`src/core/twc_regs.vh`:
```
// register map, field positions and reset values of the two-wire control block
// Notes on behaviour
// - A zero in the data-line drive field pulls SDA low and a one releases it to float high.
// - The clock-line drive field at bit 6 pulls SCL low when zero and releases it when one.
// - The two drive fields reach the pins only under software pin control, else the engine drives while enabled and both lines float while it is off.
// - With interactive receive on, each received byte is answered ACK if bit 4 is 0, NACK if 1.
// - Bit 3 set lets software pick the reply to each received byte; clear turns that mode off.
// - With bit 2 set the general call address is acknowledged, with it clear it is ignored.
// - Bit 1 selects target role at 0 and controller role at 1.
// - Setting software pin control hands both lines to the drive fields, clearing hands them back.
`ifndef TWC_REGS_VH
`define TWC_REGS_VH

// ----------------------------------------------------------------------------
// register offsets
// ----------------------------------------------------------------------------
`define TWC_ADDR_W          12
`define TWC_MAIN_CTRL_ADDR  12'h000
`define TWC_BUS_STATE_ADDR  12'h060

// ----------------------------------------------------------------------------
// main control fields
// ----------------------------------------------------------------------------
`define TWC_EN_BIT          0
`define TWC_ROLE_BIT        1
`define TWC_GC_BIT          2
`define TWC_IRX_EN_BIT      3
`define TWC_IRX_ACK_BIT     4
`define TWC_SCL_OUT_BIT     6
`define TWC_SDA_OUT_BIT     7
`define TWC_SCL_LVL_BIT     8
`define TWC_SDA_LVL_BIT     9
`define TWC_SWPIN_BIT       10
`define TWC_CTRL_WMASK      32'h0000_04DF
`define TWC_CTRL_RST        32'h0000_0000

// ----------------------------------------------------------------------------
// bus state fields
// ----------------------------------------------------------------------------
`define TWC_BUSY_BIT        0
`define TWC_MISUSE_BIT      1
`define TWC_STATE_RST       32'h0000_0000

`endif

```
`src/core/twc_ctrl.v`:
```
// two-wire main control register block with APB slave and line control
`timescale 1ns/100ps
`default_nettype none
`include "twc_regs.vh"

module twc_ctrl (
    // clock and reset
    input  wire        pclk,
    input  wire        presetn,
    // apb slave
    input  wire        psel,
    input  wire        penable,
    input  wire        pwrite,
    input  wire [11:0] paddr,
    input  wire [31:0] pwdata,
    output reg  [31:0] prdata,
    output reg         pready,
    output reg         pslverr,
    // two-wire pins, oe high pulls the line low
    input  wire        sda_i,
    output reg         sda_o,
    output wire        sda_oe,
    input  wire        scl_i,
    output reg         scl_o,
    output wire        scl_oe,
    // protocol engine drive
    input  wire        eng_sda_pull,
    input  wire        eng_scl_pull,
    // protocol engine events
    input  wire        eng_byte_rx,
    input  wire        eng_gc_seen,
    // protocol engine control
    output reg         engine_enable,
    output reg         controller_role,
    output reg         irx_active,
    // replies to the engine
    output wire        byte_reply_valid,
    output wire        byte_reply_nack,
    output wire        gc_reply_valid,
    output wire        gc_reply_ack
);

    // ------------------------------------------------------------------------
    // helpers
    // ------------------------------------------------------------------------
    function addr_hit;
        input [11:0] addr;
        input [11:0] target;
        begin
            addr_hit = (addr == target);
        end
    endfunction

    function mapped;
        input [11:0] addr;
        begin
            mapped = addr_hit(addr, `TWC_MAIN_CTRL_ADDR) |
                     addr_hit(addr, `TWC_BUS_STATE_ADDR);
        end
    endfunction

    // control word as software reads it: stored fields plus live pin levels
    function [31:0] ctrl_view;
        input [31:0] stored;
        input        sda_lvl;
        input        scl_lvl;
        begin
            ctrl_view = stored;
            ctrl_view[`TWC_SDA_LVL_BIT] = sda_lvl;
            ctrl_view[`TWC_SCL_LVL_BIT] = scl_lvl;
        end
    endfunction

    function [31:0] state_view;
        input busy;
        input misuse;
        begin
            state_view = `TWC_STATE_RST;
            state_view[`TWC_BUSY_BIT]   = busy;
            state_view[`TWC_MISUSE_BIT] = misuse;
        end
    endfunction

    // ------------------------------------------------------------------------
    // state
    // ------------------------------------------------------------------------
    reg  [31:0] ctrl_reg;
    reg  [31:0] ctrl_next;
    reg  [1:0]  line_state_reg;
    reg  [1:0]  line_state_next;
    reg         misuse_reg;
    reg         misuse_next;
    reg         sda_prev_reg;
    reg         scl_prev_reg;
    reg  [31:0] rdata_next;
    reg         pready_next;
    reg         pslverr_next;

    wire        setup_phase;
    wire        access_done;
    wire        wr_ctrl;
    wire        wr_state;
    wire        start_seen;
    wire        stop_seen;
    wire        irx_changed;
    wire        line_busy;

    wire        f_en;
    wire        f_role;
    wire        f_gc;
    wire        f_irx_en;
    wire        f_irx_ack;
    wire        f_scl_out;
    wire        f_sda_out;
    wire        f_swpin;

    assign f_en      = ctrl_reg[`TWC_EN_BIT];
    assign f_role    = ctrl_reg[`TWC_ROLE_BIT];
    assign f_gc      = ctrl_reg[`TWC_GC_BIT];
    assign f_irx_en  = ctrl_reg[`TWC_IRX_EN_BIT];
    assign f_irx_ack = ctrl_reg[`TWC_IRX_ACK_BIT];
    assign f_scl_out = ctrl_reg[`TWC_SCL_OUT_BIT];
    assign f_sda_out = ctrl_reg[`TWC_SDA_OUT_BIT];
    assign f_swpin   = ctrl_reg[`TWC_SWPIN_BIT];

    // ------------------------------------------------------------------------
    // apb decode
    // ------------------------------------------------------------------------
    assign setup_phase = psel & ~penable;
    assign access_done = psel & penable & pready;
    assign wr_ctrl     = access_done & pwrite & addr_hit(paddr, `TWC_MAIN_CTRL_ADDR);
    assign wr_state    = access_done & pwrite & addr_hit(paddr, `TWC_BUS_STATE_ADDR);

    // zero wait states: pready answers every setup cycle
    always @* begin
        pready_next  = setup_phase;
        pslverr_next = setup_phase & ~mapped(paddr);
        rdata_next   = 32'h0000_0000;
        if (setup_phase & ~pwrite) begin
            if (addr_hit(paddr, `TWC_MAIN_CTRL_ADDR)) begin
                rdata_next = ctrl_view(ctrl_reg, sda_i, scl_i);
            end else if (addr_hit(paddr, `TWC_BUS_STATE_ADDR)) begin
                rdata_next = state_view(line_busy, misuse_reg);
            end
        end
    end

    always @(posedge pclk or negedge presetn) begin
        if (!presetn) begin
            prdata  <= 32'h0000_0000;
            pready  <= 1'b0;
            pslverr <= 1'b0;
        end else begin
            pready  <= pready_next;
            pslverr <= pslverr_next;
            // prdata holds between transfers
            if (setup_phase) begin
                prdata <= rdata_next;
            end
        end
    end

    // ------------------------------------------------------------------------
    // main control register
    // ------------------------------------------------------------------------
    always @* begin
        ctrl_next = ctrl_reg;
        // reserved and read-only bits are dropped on write
        if (wr_ctrl) begin
            ctrl_next = pwdata & `TWC_CTRL_WMASK;
        end
    end

    always @(posedge pclk or negedge presetn) begin
        if (!presetn) begin
            ctrl_reg <= `TWC_CTRL_RST;
        end else begin
            ctrl_reg <= ctrl_next;
        end
    end

    // ------------------------------------------------------------------------
    // bus activity monitor
    // ------------------------------------------------------------------------
    localparam [1:0] LINE_IDLE   = 2'b01;
    localparam [1:0] LINE_ACTIVE = 2'b10;

    // start: sda falls while scl stays high; stop: sda rises while scl stays high
    assign start_seen = sda_prev_reg & ~sda_i & scl_prev_reg & scl_i;
    assign stop_seen  = ~sda_prev_reg & sda_i & scl_prev_reg & scl_i;
    assign line_busy  = (line_state_reg == LINE_ACTIVE);

    // a repeated start leaves the bus active until the stop
    always @* begin
        line_state_next = line_state_reg;
        case (line_state_reg)
            LINE_IDLE: begin
                if (start_seen) begin
                    line_state_next = LINE_ACTIVE;
                end
            end
            LINE_ACTIVE: begin
                if (stop_seen) begin
                    line_state_next = LINE_IDLE;
                end
            end
            default: begin
                line_state_next = LINE_IDLE;
            end
        endcase
    end

    always @(posedge pclk or negedge presetn) begin
        if (!presetn) begin
            sda_prev_reg   <= 1'b1;
            scl_prev_reg   <= 1'b1;
            line_state_reg <= LINE_IDLE;
        end else begin
            sda_prev_reg   <= sda_i;
            scl_prev_reg   <= scl_i;
            line_state_reg <= line_state_next;
        end
    end

    // ------------------------------------------------------------------------
    // interactive receive misuse flag
    // ------------------------------------------------------------------------
    // interactive mode toggled while a transfer is on the bus
    assign irx_changed = wr_ctrl & line_busy &
                         (pwdata[`TWC_IRX_EN_BIT] != f_irx_en);

    always @* begin
        misuse_next = misuse_reg;
        if (wr_state & pwdata[`TWC_MISUSE_BIT]) begin
            misuse_next = 1'b0;
        end
        // set wins over a clear in the same cycle
        if (irx_changed) begin
            misuse_next = 1'b1;
        end
    end

    always @(posedge pclk or negedge presetn) begin
        if (!presetn) begin
            misuse_reg <= 1'b0;
        end else begin
            misuse_reg <= misuse_next;
        end
    end

    // ------------------------------------------------------------------------
    // engine control outputs
    // ------------------------------------------------------------------------
    // the engine sees the fields one cycle after the write lands
    always @(posedge pclk or negedge presetn) begin
        if (!presetn) begin
            engine_enable   <= 1'b0;
            controller_role <= 1'b0;
            irx_active      <= 1'b0;
            sda_o           <= 1'b0;
            scl_o           <= 1'b0;
        end else begin
            engine_enable   <= f_en;
            controller_role <= f_en & f_role;
            irx_active      <= f_en & f_irx_en;
            sda_o           <= 1'b0;
            scl_o           <= 1'b0;
        end
    end

    // ------------------------------------------------------------------------
    // line drive and replies
    // ------------------------------------------------------------------------
    // replies are muted while the engine is off
    twc_pin_mux u_pin_mux (
        .pclk         (pclk),
        .presetn      (presetn),
        .sw_pin_ctrl  (f_swpin),
        .sw_sda_level (f_sda_out),
        .sw_scl_level (f_scl_out),
        .engine_on    (f_en),
        .eng_sda_pull (eng_sda_pull),
        .eng_scl_pull (eng_scl_pull),
        .sda_oe       (sda_oe),
        .scl_oe       (scl_oe)
    );

    twc_ack_sel u_ack_sel (
        .pclk             (pclk),
        .presetn          (presetn),
        .engine_on        (f_en),
        .irx_enable       (f_irx_en),
        .irx_nack         (f_irx_ack),
        .gc_accept        (f_gc),
        .eng_byte_rx      (eng_byte_rx),
        .eng_gc_seen      (eng_gc_seen),
        .byte_reply_valid (byte_reply_valid),
        .byte_reply_nack  (byte_reply_nack),
        .gc_reply_valid   (gc_reply_valid),
        .gc_reply_ack     (gc_reply_ack)
    );

endmodule // twc_ctrl

`default_nettype wire

```
`src/core/twc_pin_mux.v`:
```
// line driver select between protocol engine and software drive fields
`timescale 1ns/100ps
`default_nettype none

module twc_pin_mux (
    // clock and reset
    input  wire pclk,
    input  wire presetn,
    // control
    input  wire sw_pin_ctrl,
    input  wire sw_sda_level,
    input  wire sw_scl_level,
    input  wire engine_on,
    // engine drive, high pulls the line low
    input  wire eng_sda_pull,
    input  wire eng_scl_pull,
    // pin drive, open drain
    output reg  sda_oe,
    output reg  scl_oe
);

    reg sda_oe_next;
    reg scl_oe_next;

    // ------------------------------------------------------------------------
    // drive selection
    // ------------------------------------------------------------------------
    always @* begin
        if (sw_pin_ctrl) begin
            sda_oe_next = ~sw_sda_level;
            scl_oe_next = ~sw_scl_level;
        end else if (engine_on) begin
            sda_oe_next = eng_sda_pull;
            scl_oe_next = eng_scl_pull;
        end else begin
            sda_oe_next = 1'b0;
            scl_oe_next = 1'b0;
        end
    end

    always @(posedge pclk or negedge presetn) begin
        if (!presetn) begin
            sda_oe <= 1'b0;
            scl_oe <= 1'b0;
        end else begin
            sda_oe <= sda_oe_next;
            scl_oe <= scl_oe_next;
        end
    end

endmodule // twc_pin_mux

`default_nettype wire

```
`src/core/twc_ack_sel.v`:
```
// reply selection for received bytes and the general call address
`timescale 1ns/100ps
`default_nettype none

module twc_ack_sel (
    // clock and reset
    input  wire pclk,
    input  wire presetn,
    // control
    input  wire engine_on,
    input  wire irx_enable,
    input  wire irx_nack,
    input  wire gc_accept,
    // engine events
    input  wire eng_byte_rx,
    input  wire eng_gc_seen,
    // replies to the engine
    output reg  byte_reply_valid,
    output reg  byte_reply_nack,
    output reg  gc_reply_valid,
    output reg  gc_reply_ack
);

    // ------------------------------------------------------------------------
    // reply registers
    // ------------------------------------------------------------------------
    always @(posedge pclk or negedge presetn) begin
        if (!presetn) begin
            byte_reply_valid <= 1'b0;
            byte_reply_nack  <= 1'b0;
            gc_reply_valid   <= 1'b0;
            gc_reply_ack     <= 1'b0;
        end else begin
            byte_reply_valid <= engine_on & eng_byte_rx;
            gc_reply_valid   <= engine_on & eng_gc_seen;
            if (engine_on & eng_byte_rx) begin
                // without interactive mode the engine always acknowledges
                byte_reply_nack <= irx_enable & irx_nack;
            end
            if (engine_on & eng_gc_seen) begin
                gc_reply_ack <= gc_accept;
            end
        end
    end

endmodule // twc_ack_sel

`default_nettype wire

```
`config.mk`:
```
export PLATFORM = sky130hd
export DESIGN_NAME = twc_ctrl
export DESIGN_NICKNAME = d
export VERILOG_FILES = /design/src/core/twc_ctrl.v /design/src/core/twc_pin_mux.v /design/src/core/twc_ack_sel.v
export VERILOG_INCLUDE_DIRS = /design/src /design/src/core
export SDC_FILE = /design/constraint.sdc
export NUM_CORES = 1
export LEC_CHECK = 0
export ABC_AREA = 1
export ABC_CLOCK_PERIOD_IN_PS = 1900
export BUFFER_PORTS_ARGS = -buffer_cell sky130_fd_sc_hd__buf_2
export CAP_MARGIN = 0
export CORE_MARGIN = 10
export CORE_UTILIZATION = 45
export CTS_CLUSTER_DIAMETER = 30
export CTS_CLUSTER_SIZE = 8
export DETAILED_ROUTE_END_ITERATION = 16
export GPL_TIMING_DRIVEN = 0
export MAX_ROUTING_LAYER = met4
export PLACE_DENSITY = 0.89
export SKIP_CTS_REPAIR_TIMING = 1
export SYNTH_ARGS = -nofsm -noshare
export SYNTH_HDL_FRONTEND = slang
export SYNTH_HIERARCHICAL = 1
export SYNTH_SLANG_ARGS = --single-unit
```
`constraint.sdc`:
```
create_clock -name pclk -period 1.9 [get_ports pclk]
set_input_delay 0.38 -clock pclk [delete_from_list [all_inputs] [get_ports pclk]]
set_output_delay 0.38 -clock pclk [all_outputs]
set_load 0.02 [all_outputs]
```
**Yosys cells after proc, flatten, opt, wreduce, memory -nomap -nowiden**

Index checks and enable logic that the tools add are counted.

- Equality and inequality tests: 6
- Muxes and demuxes: 12
- Bitwise operators: 30
- Reductions and logical operators: 3

Operators with widths:

| kind | count |
|---|---|
| two-way mux 32 bit | 1 |
| bitwise AND 1 bit | 22 |
| == test 12 x 7 -> 1 bit (second input constant) | 1 |
| logical NOT 12 bit | 1 |
| two-way mux 11 bit | 1 |
| inverter 1 bit | 7 |
| two-way mux 1 bit | 6 |
| two-way mux 2 bit | 3 |
| != test 2 bit (second input constant) | 2 |
| case mux 2 bit (2 select lines) | 1 |
| == test 2 x 1 -> 1 bit (second input constant) | 1 |
| == test 2 bit (second input constant) | 1 |
| AND reduction 2 bit | 1 |
| nonzero test 2 bit | 1 |
| != test 1 bit | 1 |
| OR 1 bit | 1 |

- Register bits after elaboration: 56
- Bits of input ports: 55
- Logic and storage cells: 68

**Logic depth before layout (Yosys ltp)**

Gate-level depths: netlist (run 1).

- Depth after elaboration: 7
- Gate-level depth with buffers: 7
- Gate-level depth less buffers: 7

**Hierarchy**

Netlist (run 1), hierarchy kept.

By module, submodules not included:

| module | instances | cells each | area each (µm²) | sequential area each (µm²) |
|---|---|---|---|---|
| twc_ctrl | 1 | 157 | 1371.3 | 704.4 |
| twc_ack_sel | 1 | 14 | 143.9 | 100.1 |
| twc_pin_mux | 1 | 11 | 86.3 | 50.0 |

**Least setup slack after synthesis (run 1)**

OpenSTA, ideal clock, no wires.

- Path kind: input to register
- Start: input port paddr[4]
- End: register pslverr
- Setup time: 0.120 ns
- Arrival: 1.062 ns
- Data required time: 1.780 ns
- Slack: 0.718 ns
- Stages: 4
- Cells stage by stage: or2_4 > nor2_8 > nand2_2 > and3_1

- Cells in the longest elaborated chain, start to end: 4
- Elaborated cells between the ends (all ways): 5
- Classes of those cells: 1 x eq/ne; 3 x bitwise; 1 x reduce/logical

Ends and longest elaborated chain:

| item | line | RTL |
|---|---|---|
| start, declared | twc_ctrl.v:14 | `input wire [11:0] paddr,` |
| == test 12 x 7 -> 1 bit / logical NOT 12 bit (equally long branches) | twc_ctrl.v:50 | `addr_hit = (addr == target);` |
| OR 1 bit * | twc_ctrl.v:57 | `` mapped = addr_hit(addr, `TWC_MAIN_CTRL_ADDR) \| `` |
| inverter 1 bit * | twc_ctrl.v:137 | `pslverr_next = setup_phase & ~mapped(paddr);` |
| bitwise AND 1 bit * | twc_ctrl.v:137 |  |
| net pslverr_next | twc_ctrl.v:97 | `reg pslverr_next;` |
| end signal, assigned | twc_ctrl.v:155 | `pslverr <= pslverr_next;` |
| end, declared | twc_ctrl.v:18 | `output reg pslverr,` |

The timed path passes the listed nets; every way through them passes the cells marked *.
A chain may end at the register's enable or synchronous reset.

**Final worst setup path (run 1)**

- Start: register u_ack_sel.byte_reply_nack
- End: output port byte_reply_nack

RTL lines:

| item | line | RTL |
|---|---|---|
| start, declared | twc_ack_sel.v:19 | `output reg byte_reply_nack,` |
| start signal, assigned | twc_ack_sel.v:38 | `byte_reply_nack <= irx_enable & irx_nack;` |
| end, declared | twc_ctrl.v:38 | `output wire byte_reply_nack,` |

No word-level cell between the ends.

==> run_results.csv, run 1 <==
group,metric,value,unit
status,outcome,"finished clean",
floorplanning,core-area,0.00339,mm2
cells_and_area,antenna_cells,0,
routing,drt_iter0_markers,59,
power_and_ir_drop,switching_share,22.1,%
power_and_ir_drop,ir_drop,444,uV
routing,via_per_inst,4.17,
yosys,synth_edf_count,0,
clocking,cts_tree,"yes",
sta,setup_viol,0,
yosys,seq_area_frac_synth,53.4,%
sta,rsz0062_at_grt,"no",
critical_path,critPathRequiredTime,1520,ps
yosys,netlist_area,0.00160,mm2
yosys,post-synth-top-count-cell,"nand2_1",
power_and_ir_drop,comb_power_share,11.5,%
clocking,h-tree-depth,2,
sta,max_slew_margin,53.5,%
yosys,synthCells,182,
yosys,ys_types,22,
sta,fmax,792,MHz
sta,finalCritPeriodShare,66.4,%
power_and_ir_drop,internal_power,1.10,mW
worst_hold_path,hold_class,"primary input to async pin",
sta,worst_pin_slew,698,ps
cells_and_area,final_area,0.00208,mm2
critical_path,critPathMaxStageDelay,400,ps
floorplanning,initial_utilization,47.2,%
placement,place.port_buffers,51,
clocking,cts_sinks,34,
critical_path,crit_arrival,880,ps
yosys,async_reset_ff_share,100,%
power_and_ir_drop,power_density,681,mW/mm2
critical_path,crit_family,"flip-flops",
floorplanning,num_io_pins,100,
sta,maxSlewViolCount,0,
floorplanning,core.rowCount,21,
cells_and_area,fin_util,61.4,%
critical_path,cp-end-kind,"output pin",
routing,first_pass_iters,4,
cells_and_area,n_fill_cell,297,
routing,drt-wirelength-per-cell,11.9,um
yosys,synth_top_cells_by_count,"nand2_1 (69), dfrtp_1 (31), buf_4 (24)",
placement,place_area,0.00200,mm2
yosys,synth_top_area_share,48.4,%
critical_path,critPathMaxFanout,2,
yosys,synth_top_flop_cell,"dfrtp_1",
clocking,cts-root-buf,"clkbuf_4",
sta,setup-tns-final,0,ps
yosys,synth.area.top_cells,"dfrtp_1 (48%), nand2_1 (16%), buf_4 (11%)",
global_route,grt_pass1_vias,1309,
global_route,gr-total-overflow,0,
power_and_ir_drop,p_leak,1.23,nW
routing,vias,1290,
critical_path,critical_path_class,"flop to output pin",
cells_and_area,drive_above_1_share,37.3,%
clocking,clk_latency,320,ps
cells_and_area,final_nets,318,
critical_path,crit_buf_inv,1,
critical_path,cp_cell_sequence,"buf_2",
yosys,synth_warnings,6,
routing,routed_wl,3670,um
cells_and_area,area_growth,30.0,%
critical_path,worstSetupStartpointType,"flop",
power_and_ir_drop,p_seq_share,51.7,%
global_route,grt_pass1_wl,5970,um
global_route,grt_start_max_net_pins,35,
power_and_ir_drop,p_sw,314,uW
sta,clock_skew,8.05,ps
critical_path,crit_path_top_delay_cell,"dfrtp_1",
power_and_ir_drop,clkPwrFrac,36.7,%
cells_and_area,largest_reg_flops,10,
clocking,cts_buffers,5,
yosys,yosys.area.top_type,"dfrtp_1",
run,drv_cap,0,
placement,hpwlAfterDp,2970,um
placement,place.gp.congestion,0.763,
sta,final_hold_viol_count,0,
clocking,cts.clk_slew.worst_paths,100,ps
power_and_ir_drop,p_total,1.42,mW
global_route,antenna_found_initial,0,
clocking,cts_buffer_depth,2,
sta,period_needed,1260,ps
floorplanning,die_width,79.7,um
yosys,syn-mean-instance-area,8.80,um2
floorplanning,dieArea,0.00634,mm2
floorplanning,die-height,79.7,um
yosys,ys_ff_latch,34,
routing,drtAntennaViolNets,0,
routing,drc,0,
global_route,grt_usage,12.3,%
[cell type report]
type                    instances  area [um2]  share of cell area, %
multi-input cells             133         596                   28.6
repair buffers                 51         255                   12.3
inverters                      13        53.8                   2.58
plain buffers                  25         184                   8.83
flip-flops and latches         34         855                   41.0
clock buffers                   6        51.3                   2.46
well taps                      46        57.6                   2.76
clock inverters                 1        30.0                   1.44
[per-layer routing]
metal | global-route usage, % | routed length [um] | up-vias
li1 | - | - | 679
met1 | 11.1 | 1320 | 567
met4 | 5.91 | 63 | 0
met5 | - | 0 | -
met3 | 4.84 | 277 | 5
met2 | 21.8 | 2010 | 39
[worst paths after layout]
check | startpoint | to | slack [ps] | depth (start not counted)
max | u_ack_sel/byte_reply_nack$_DFFE_PN0P_ | byte_reply_nack | 640 | 1
min | presetn | prdata[9]$_DFFE_PN0P_ | 100 | 1
max reg2reg | pready$_DFF_PN0_ | ctrl_reg[10]$_DFFE_PN0P_ | 760 | 6
min reg2reg | prdata[0]$_DFFE_PN0P_ | prdata[0]$_DFFE_PN0P_ | 480 | 2
max in group asynchronous | presetn | u_pin_mux/sda_oe$_DFF_PN0_ | 1350 | 1
min in group pclk | sda_i | sda_prev_reg$_DFF_PN1_ | 190 | 1
[power groups by stage]
stage,Sequential (mW),Clock (mW),Combinational (mW)
final,0.733,0.521,0.163
after CTS,0.733,0.534,0.162
after floorplan,0.750,0,0.104
after global placement,0.747,0,0.159
after detailed placement,0.747,0,0.161
after global routing,0.734,0.568,0.181
[logic make-up (layout without fill, tap and decap cells)]
group	after synthesis	after routing	synth area share [%]
buffers and inverters	38	96	14.8
DFF	34	34	53.4
other	1	24	0.234
and+or+nand+nor	95	95	27.2
AOI/OAI and AO/OA	14	14	4.37
[through the flow]
step	hold WS [ps]	worst slack (ps)	std cells
6_report	98.3	638	309
3_3_place_gp	462	539	302
3_5_place_dp	467	507	302
5_1_grt	141	591	309
2_1_floorplan	84.4	718	205
4_1_cts	111	621	309
[placed cells by master (no fill, tap or decap)]
master	instances
clkinv_4	1
a21oi_1	1
nor2_8	1
nand4_1	1
conb_1	24
inv_2	2
nand2_2	3
nand2_1	69
or2_4	2
and3_1	1
nor2_1	7
clkbuf_1	1
o21ai_1	9
nand3_1	7
dfstp_2	3
buf_4	24
bufinv_16	1
clkbuf_8	1
inv_1	10
clkbuf_4	5
nand3_4	1
nor2_4	2
dfrtp_1	31
buf_2	51
o21ai_0	4
nor2_2	1
Note: power is estimated with default switching activity, not from simulation.
==> run 2, diff against run 1 <==
Settings changed: ABC_CLOCK_PERIOD_IN_PS 1900 to 1200, CORE_UTILIZATION 45 to 42, PLACE_DENSITY 0.89 to 0.84.
Clock period 1.9 ns to 1.2 ns, I/O delays scaled along.
==> run_results.csv, run 2 (synthesis results as in run 1) <==
group,metric,value,unit
status,outcome,"finished clean",
critical_path,cp-end-kind,"output pin",
global_route,grtUsageMet1,10.7,%
sta,period_needed,1080,ps
routing,drt_iter0_markers,30,
cells_and_area,final_cells,312,
clocking,cts_buffers,5,
routing,vias,1291,
run,drv_cap,0,
critical_path,crit_path_top_delay_cell,"dfrtp_1",
cells_and_area,largest_reg_flops,10,
cells_and_area,area_growth,30.9,%
floorplanning,dieArea,0.00668,mm2
clocking,cts-root-buf,"clkbuf_8",
floorplanning,num_io_pins,100,
global_route,met3_usage,5.90,%
clocking,cts_sinks,34,
placement,place.port_buffers,51,
sta,max_slew_margin,52.5,%
critical_path,crit_family,"flip-flops",
routing,via_per_inst,4.14,
placement,hpwlAfterDp,3010,um
routing,first_pass_iters,4,
clocking,cts_buffer_depth,2,
critical_path,critical_path_class,"flop to output pin",
global_route,grtUsageMet2,19.9,%
floorplanning,die-height,81.8,um
routing,drt-wirelength-per-cell,11.8,um
global_route,gr-total-overflow,0,
floorplanning,core.rowCount,22,
sta,rsz0062_at_grt,"no",
sta,clock_skew,2.70,ps
clocking,clk_latency,290,ps
sta,maxSlewViolCount,0,
critical_path,crit_arrival,840,ps
cells_and_area,final_cell_mix,"nand2_1 (69), buf_2 (51), dfrtp_1 (31)",
floorplanning,die_width,81.8,um
global_route,antenna_found_initial,0,
power_and_ir_drop,p_leak,1.23,nW
critical_path,critPathRequiredTime,960,ps
critical_path,critPathMaxStageDelay,390,ps
routing,drtAntennaViolNets,0,
placement,place.gp.congestion,0.829,
global_route,grt_pass1_wl,5660,um
critical_path,crit_buf_inv,1,
clocking,cts.clk_slew.worst_paths,60,ps
clocking,cts_tree,"yes",
global_route,busiest_layer,"met2",
power_and_ir_drop,ir_drop,672,uV
sta,final_hold_viol_count,0,
critical_path,worstSetupStartpointType,"flop",
sta,worst_pin_slew,713,ps
global_route,grt_start_max_net_pins,35,
floorplanning,initial_utilization,43.7,%
cells_and_area,final_common_cell,"nand2_1",
sta,setup_viol,0,
placement,post-place-cells,304,
power_and_ir_drop,p_total,2.27,mW
sta,fmax,922,MHz
critical_path,critPathMaxFanout,2,
clocking,h-tree-depth,2,
cells_and_area,antenna_cells,0,
critical_path,cp_cell_sequence,"buf_2",
floorplanning,core-area,0.00366,mm2
routing,drc,0,
sta,finalCritPeriodShare,90.3,%
cells_and_area,n_fill_cell,357,
worst_hold_path,hold_class,"primary input to async pin",
cells_and_area,drive_above_1_share,37.5,%
routing,routed_wl,3700,um
global_route,grt_usage,11.6,%
sta,holdWs,4.14,ps
power_and_ir_drop,power_density,1080,mW/mm2
cells_and_area,final_nets,318,
global_route,grt_pass1_vias,1284,
==> run 2: changes by cell type in the layout (fill, tap and decap cells not counted) <==
cell,previous run,this run
clkbuf_1,1,2
bufinv_16,1,0
nor2_2,1,2
nor2_1,7,6
clkbuf_8,1,6
clkbuf_4,5,0
clkinv_2,0,1
==> run 2: through the flow <==
stage	setup TNS (ps)	setup WS [ps]	instance area, um2	utilization (%)
finish	0	116	2100	57.3
global placement	-38.6	-19.9	2000	54.7
global route	0	48.6	2100	57.3
detailed placement	-374	-54.3	2000	54.7
CTS	0	51.4	2090	57.2
floorplan	0	106	1690	-
==> run 2: path summary, 6_finish.rpt <==
path | from | to | slack (ps) | cells past startpoint
max in group asynchronous | presetn | prdata[1]$_DFFE_PN0P_ | 740 | 1
min in group pclk | sda_i | sda_prev_reg$_DFF_PN1_ | 80 | 1
hold / removal | presetn | line_state_reg[1]$_DFFE_PN0P_ | 4 | 1
setup / recovery | u_ack_sel/byte_reply_nack$_DFFE_PN0P_ | byte_reply_nack | 120 | 1
setup reg to reg | pready$_DFF_PN0_ | ctrl_reg[2]$_DFFE_PN0P_ | 150 | 6
hold reg to reg | prdata[0]$_DFFE_PN0P_ | prdata[0]$_DFFE_PN0P_ | 480 | 2
==> run 2: final cells by class <==
class	instances	area (um2)	share of cell area, %
flip-flops and latches	34	855	40.8
multi-input cells	133	598	28.5
repair buffers	51	255	12.2
plain buffers	25	184	8.77
clock buffers	7	86.3	4.12
well taps	48	60.1	2.86
inverters	13	53.8	2.57
clock inverters	1	5.00	0.239
==> run 2: where the power goes <==
group	total, mW	switching (mW)	internal, mW
combinational	0.259	0.154	0.105
sequential	1.16	0.00363	1.16
clock	0.850	0.388	0.462
==> run 2: routing by layer <==
layer	wire (um)	part of all wire, %
met5	0	0
met4	59	1.6
met3	354	9.6
met2	1910	52
met1	1370	37
==> run 3, diff against run 2 <==
Settings changed: MAX_ROUTING_LAYER met4 to unset.
==> run_results.csv, run 3 (synthesis results as in run 1) <==
group,metric,value,unit
cells_and_area,final_nets,318,
power_and_ir_drop,power_density,1080,mW/mm2
cells_and_area,fin_util,57.3,%
floorplanning,core-area,0.00366,mm2
cells_and_area,final_cells,312,
cells_and_area,final_area,0.00210,mm2
global_route,grt_pass1_vias,1287,
worst_hold_path,hold_class,"primary input to async pin",
sta,period_needed,1080,ps
global_route,grt_usage,11.3,%
routing,first_pass_iters,4,
floorplanning,core.rowCount,22,
floorplanning,dieArea,0.00668,mm2
critical_path,cp-end-kind,"output pin",
routing,drt-wirelength-per-cell,11.9,um
critical_path,cp_cell_sequence,"buf_2",
routing,via_per_inst,4.15,
floorplanning,die-height,81.8,um
floorplanning,die_width,81.8,um
power_and_ir_drop,p_sw,549,uW
critical_path,crit_arrival,840,ps
placement,post-place-cells,304,
critical_path,rr_worst_depth,6,
placement,place_area,0.00200,mm2
global_route,grt_start_max_net_pins,35,
critical_path,worstSetupPathDepth,1,
critical_path,crit_buf_inv,1,
power_and_ir_drop,p_seq_share,51.1,%
power_and_ir_drop,switching_share,24.1,%
cells_and_area,area_growth,30.9,%
status,outcome,"finished clean",
critical_path,critical_path_class,"flop to output pin",
placement,place.port_buffers,51,
clocking,cts_tree,"yes",
routing,drt_iter0_markers,29,
floorplanning,num_io_pins,100,
sta,max_slew_margin,52.4,%
sta,fmax,923,MHz
cells_and_area,largest_reg_flops,10,
critical_path,crit_family,"flip-flops",
clocking,cts_buffer_depth,2,
power_and_ir_drop,p_leak,1.23,nW
sta,final_hold_viol_count,0,
cells_and_area,n_fill_cell,357,
placement,hpwlAfterDp,3010,um
critical_path,crit_path_top_delay_cell,"dfrtp_1",
power_and_ir_drop,ir_drop,670,uV
cells_and_area,drive_above_1_share,37.5,%
run,drv_cap,0,
cells_and_area,final_cell_mix,"nand2_1 (69), buf_2 (51), dfrtp_1 (31)",
sta,setup_viol,0,
global_route,gr-total-overflow,0,
sta,maxSlewViolCount,0,
floorplanning,initial_utilization,43.7,%
cells_and_area,antenna_cells,0,
clocking,cts_buffers,5,
clocking,cts-root-buf,"clkbuf_8",
cells_and_area,final_common_cell,"nand2_1",
sta,layout_setup_ws,117,ps
clocking,clk_latency,290,ps
global_route,antenna_found_initial,0,
clocking,cts_sinks,34,
global_route,grt_pass1_wl,5660,um
routing,routed_wl,3710,um
routing,drc,0,
power_and_ir_drop,internal_power,1.73,mW
clocking,cts.clk_slew.worst_paths,60,ps
critical_path,critPathMaxStageDelay,390,ps
routing,drtAntennaViolNets,0,
critical_path,critPathMaxFanout,2,
routing,vias,1294,
power_and_ir_drop,comb_power_share,11.4,%
placement,dp_slack,-54.3,ps
power_and_ir_drop,clkPwrFrac,37.5,%
sta,worst_pin_slew,714,ps
sta,clock_skew,2.75,ps
sta,rsz0062_at_grt,"no",
clocking,h-tree-depth,2,
critical_path,critPathRequiredTime,960,ps
critical_path,worstSetupStartpointType,"flop",
sta,setup-tns-final,0,ps
sta,finalCritPeriodShare,90.2,%
placement,place.gp.congestion,0.817,
-- run 3: cell counts in the layout (fill, tap and decap cells not counted) --
No cell type changed its count.
-- run 3: layer usage --
layer | wire (um) | global-route usage [%] | vias to the layer above | part of all wire (%)
met5 | 0 | 0 | - | 0
met4 | 59 | 5.10 | 0 | 1.6
met3 | 434 | 6.99 | 5 | 12
met2 | 1920 | 19.9 | 39 | 52
met1 | 1300 | 10.1 | 570 | 35
li1 | - | - | 680 | -
-- run 3: final timing paths --
check | to | start | slack [ps]
max in group asynchronous | engine_enable$_DFF_PN0_ | presetn | 740
max reg2reg | ctrl_reg[2]$_DFFE_PN0P_ | pready$_DFF_PN0_ | 140
min | line_state_reg[1]$_DFFE_PN0P_ | presetn | 5
min reg2reg | prdata[0]$_DFFE_PN0P_ | prdata[0]$_DFFE_PN0P_ | 480
max | byte_reply_nack | u_ack_sel/byte_reply_nack$_DFFE_PN0P_ | 120
min in group pclk | sda_prev_reg$_DFF_PN1_ | sda_i | 80
-- run 3: stage by stage --
step           hold slack (ps)  power (mW)
4_1_cts                   13.5        2.30
6_report                  4.68        2.27
3_5_place_dp               330        1.44
2_1_floorplan            -55.6        1.35
5_1_grt                   51.4        2.41
3_3_place_gp               333        1.43
-- run 3: power groups by stage --
stage,sequential (mW),clock [mW],combinational [mW]
floorplan,1.19,0,0.165
global placement,1.18,0,0.252
detailed placement,1.18,0,0.256
CTS,1.16,0.886,0.256
global route,1.16,0.964,0.286
finish,1.16,0.853,0.259
-- run 3: cell type report --
type | instances | area [um2] | share of cell area [%]
inverter | 13 | 53.8 | 2.57
sequential | 34 | 855 | 40.8
clock inverter | 1 | 5.00 | 0.239
timing repair buffer | 51 | 255 | 12.2
multi-input combinational | 133 | 598 | 28.5
clock buffer | 7 | 86.3 | 4.12
buffer | 25 | 184 | 8.77
tap | 48 | 60.1 | 2.86
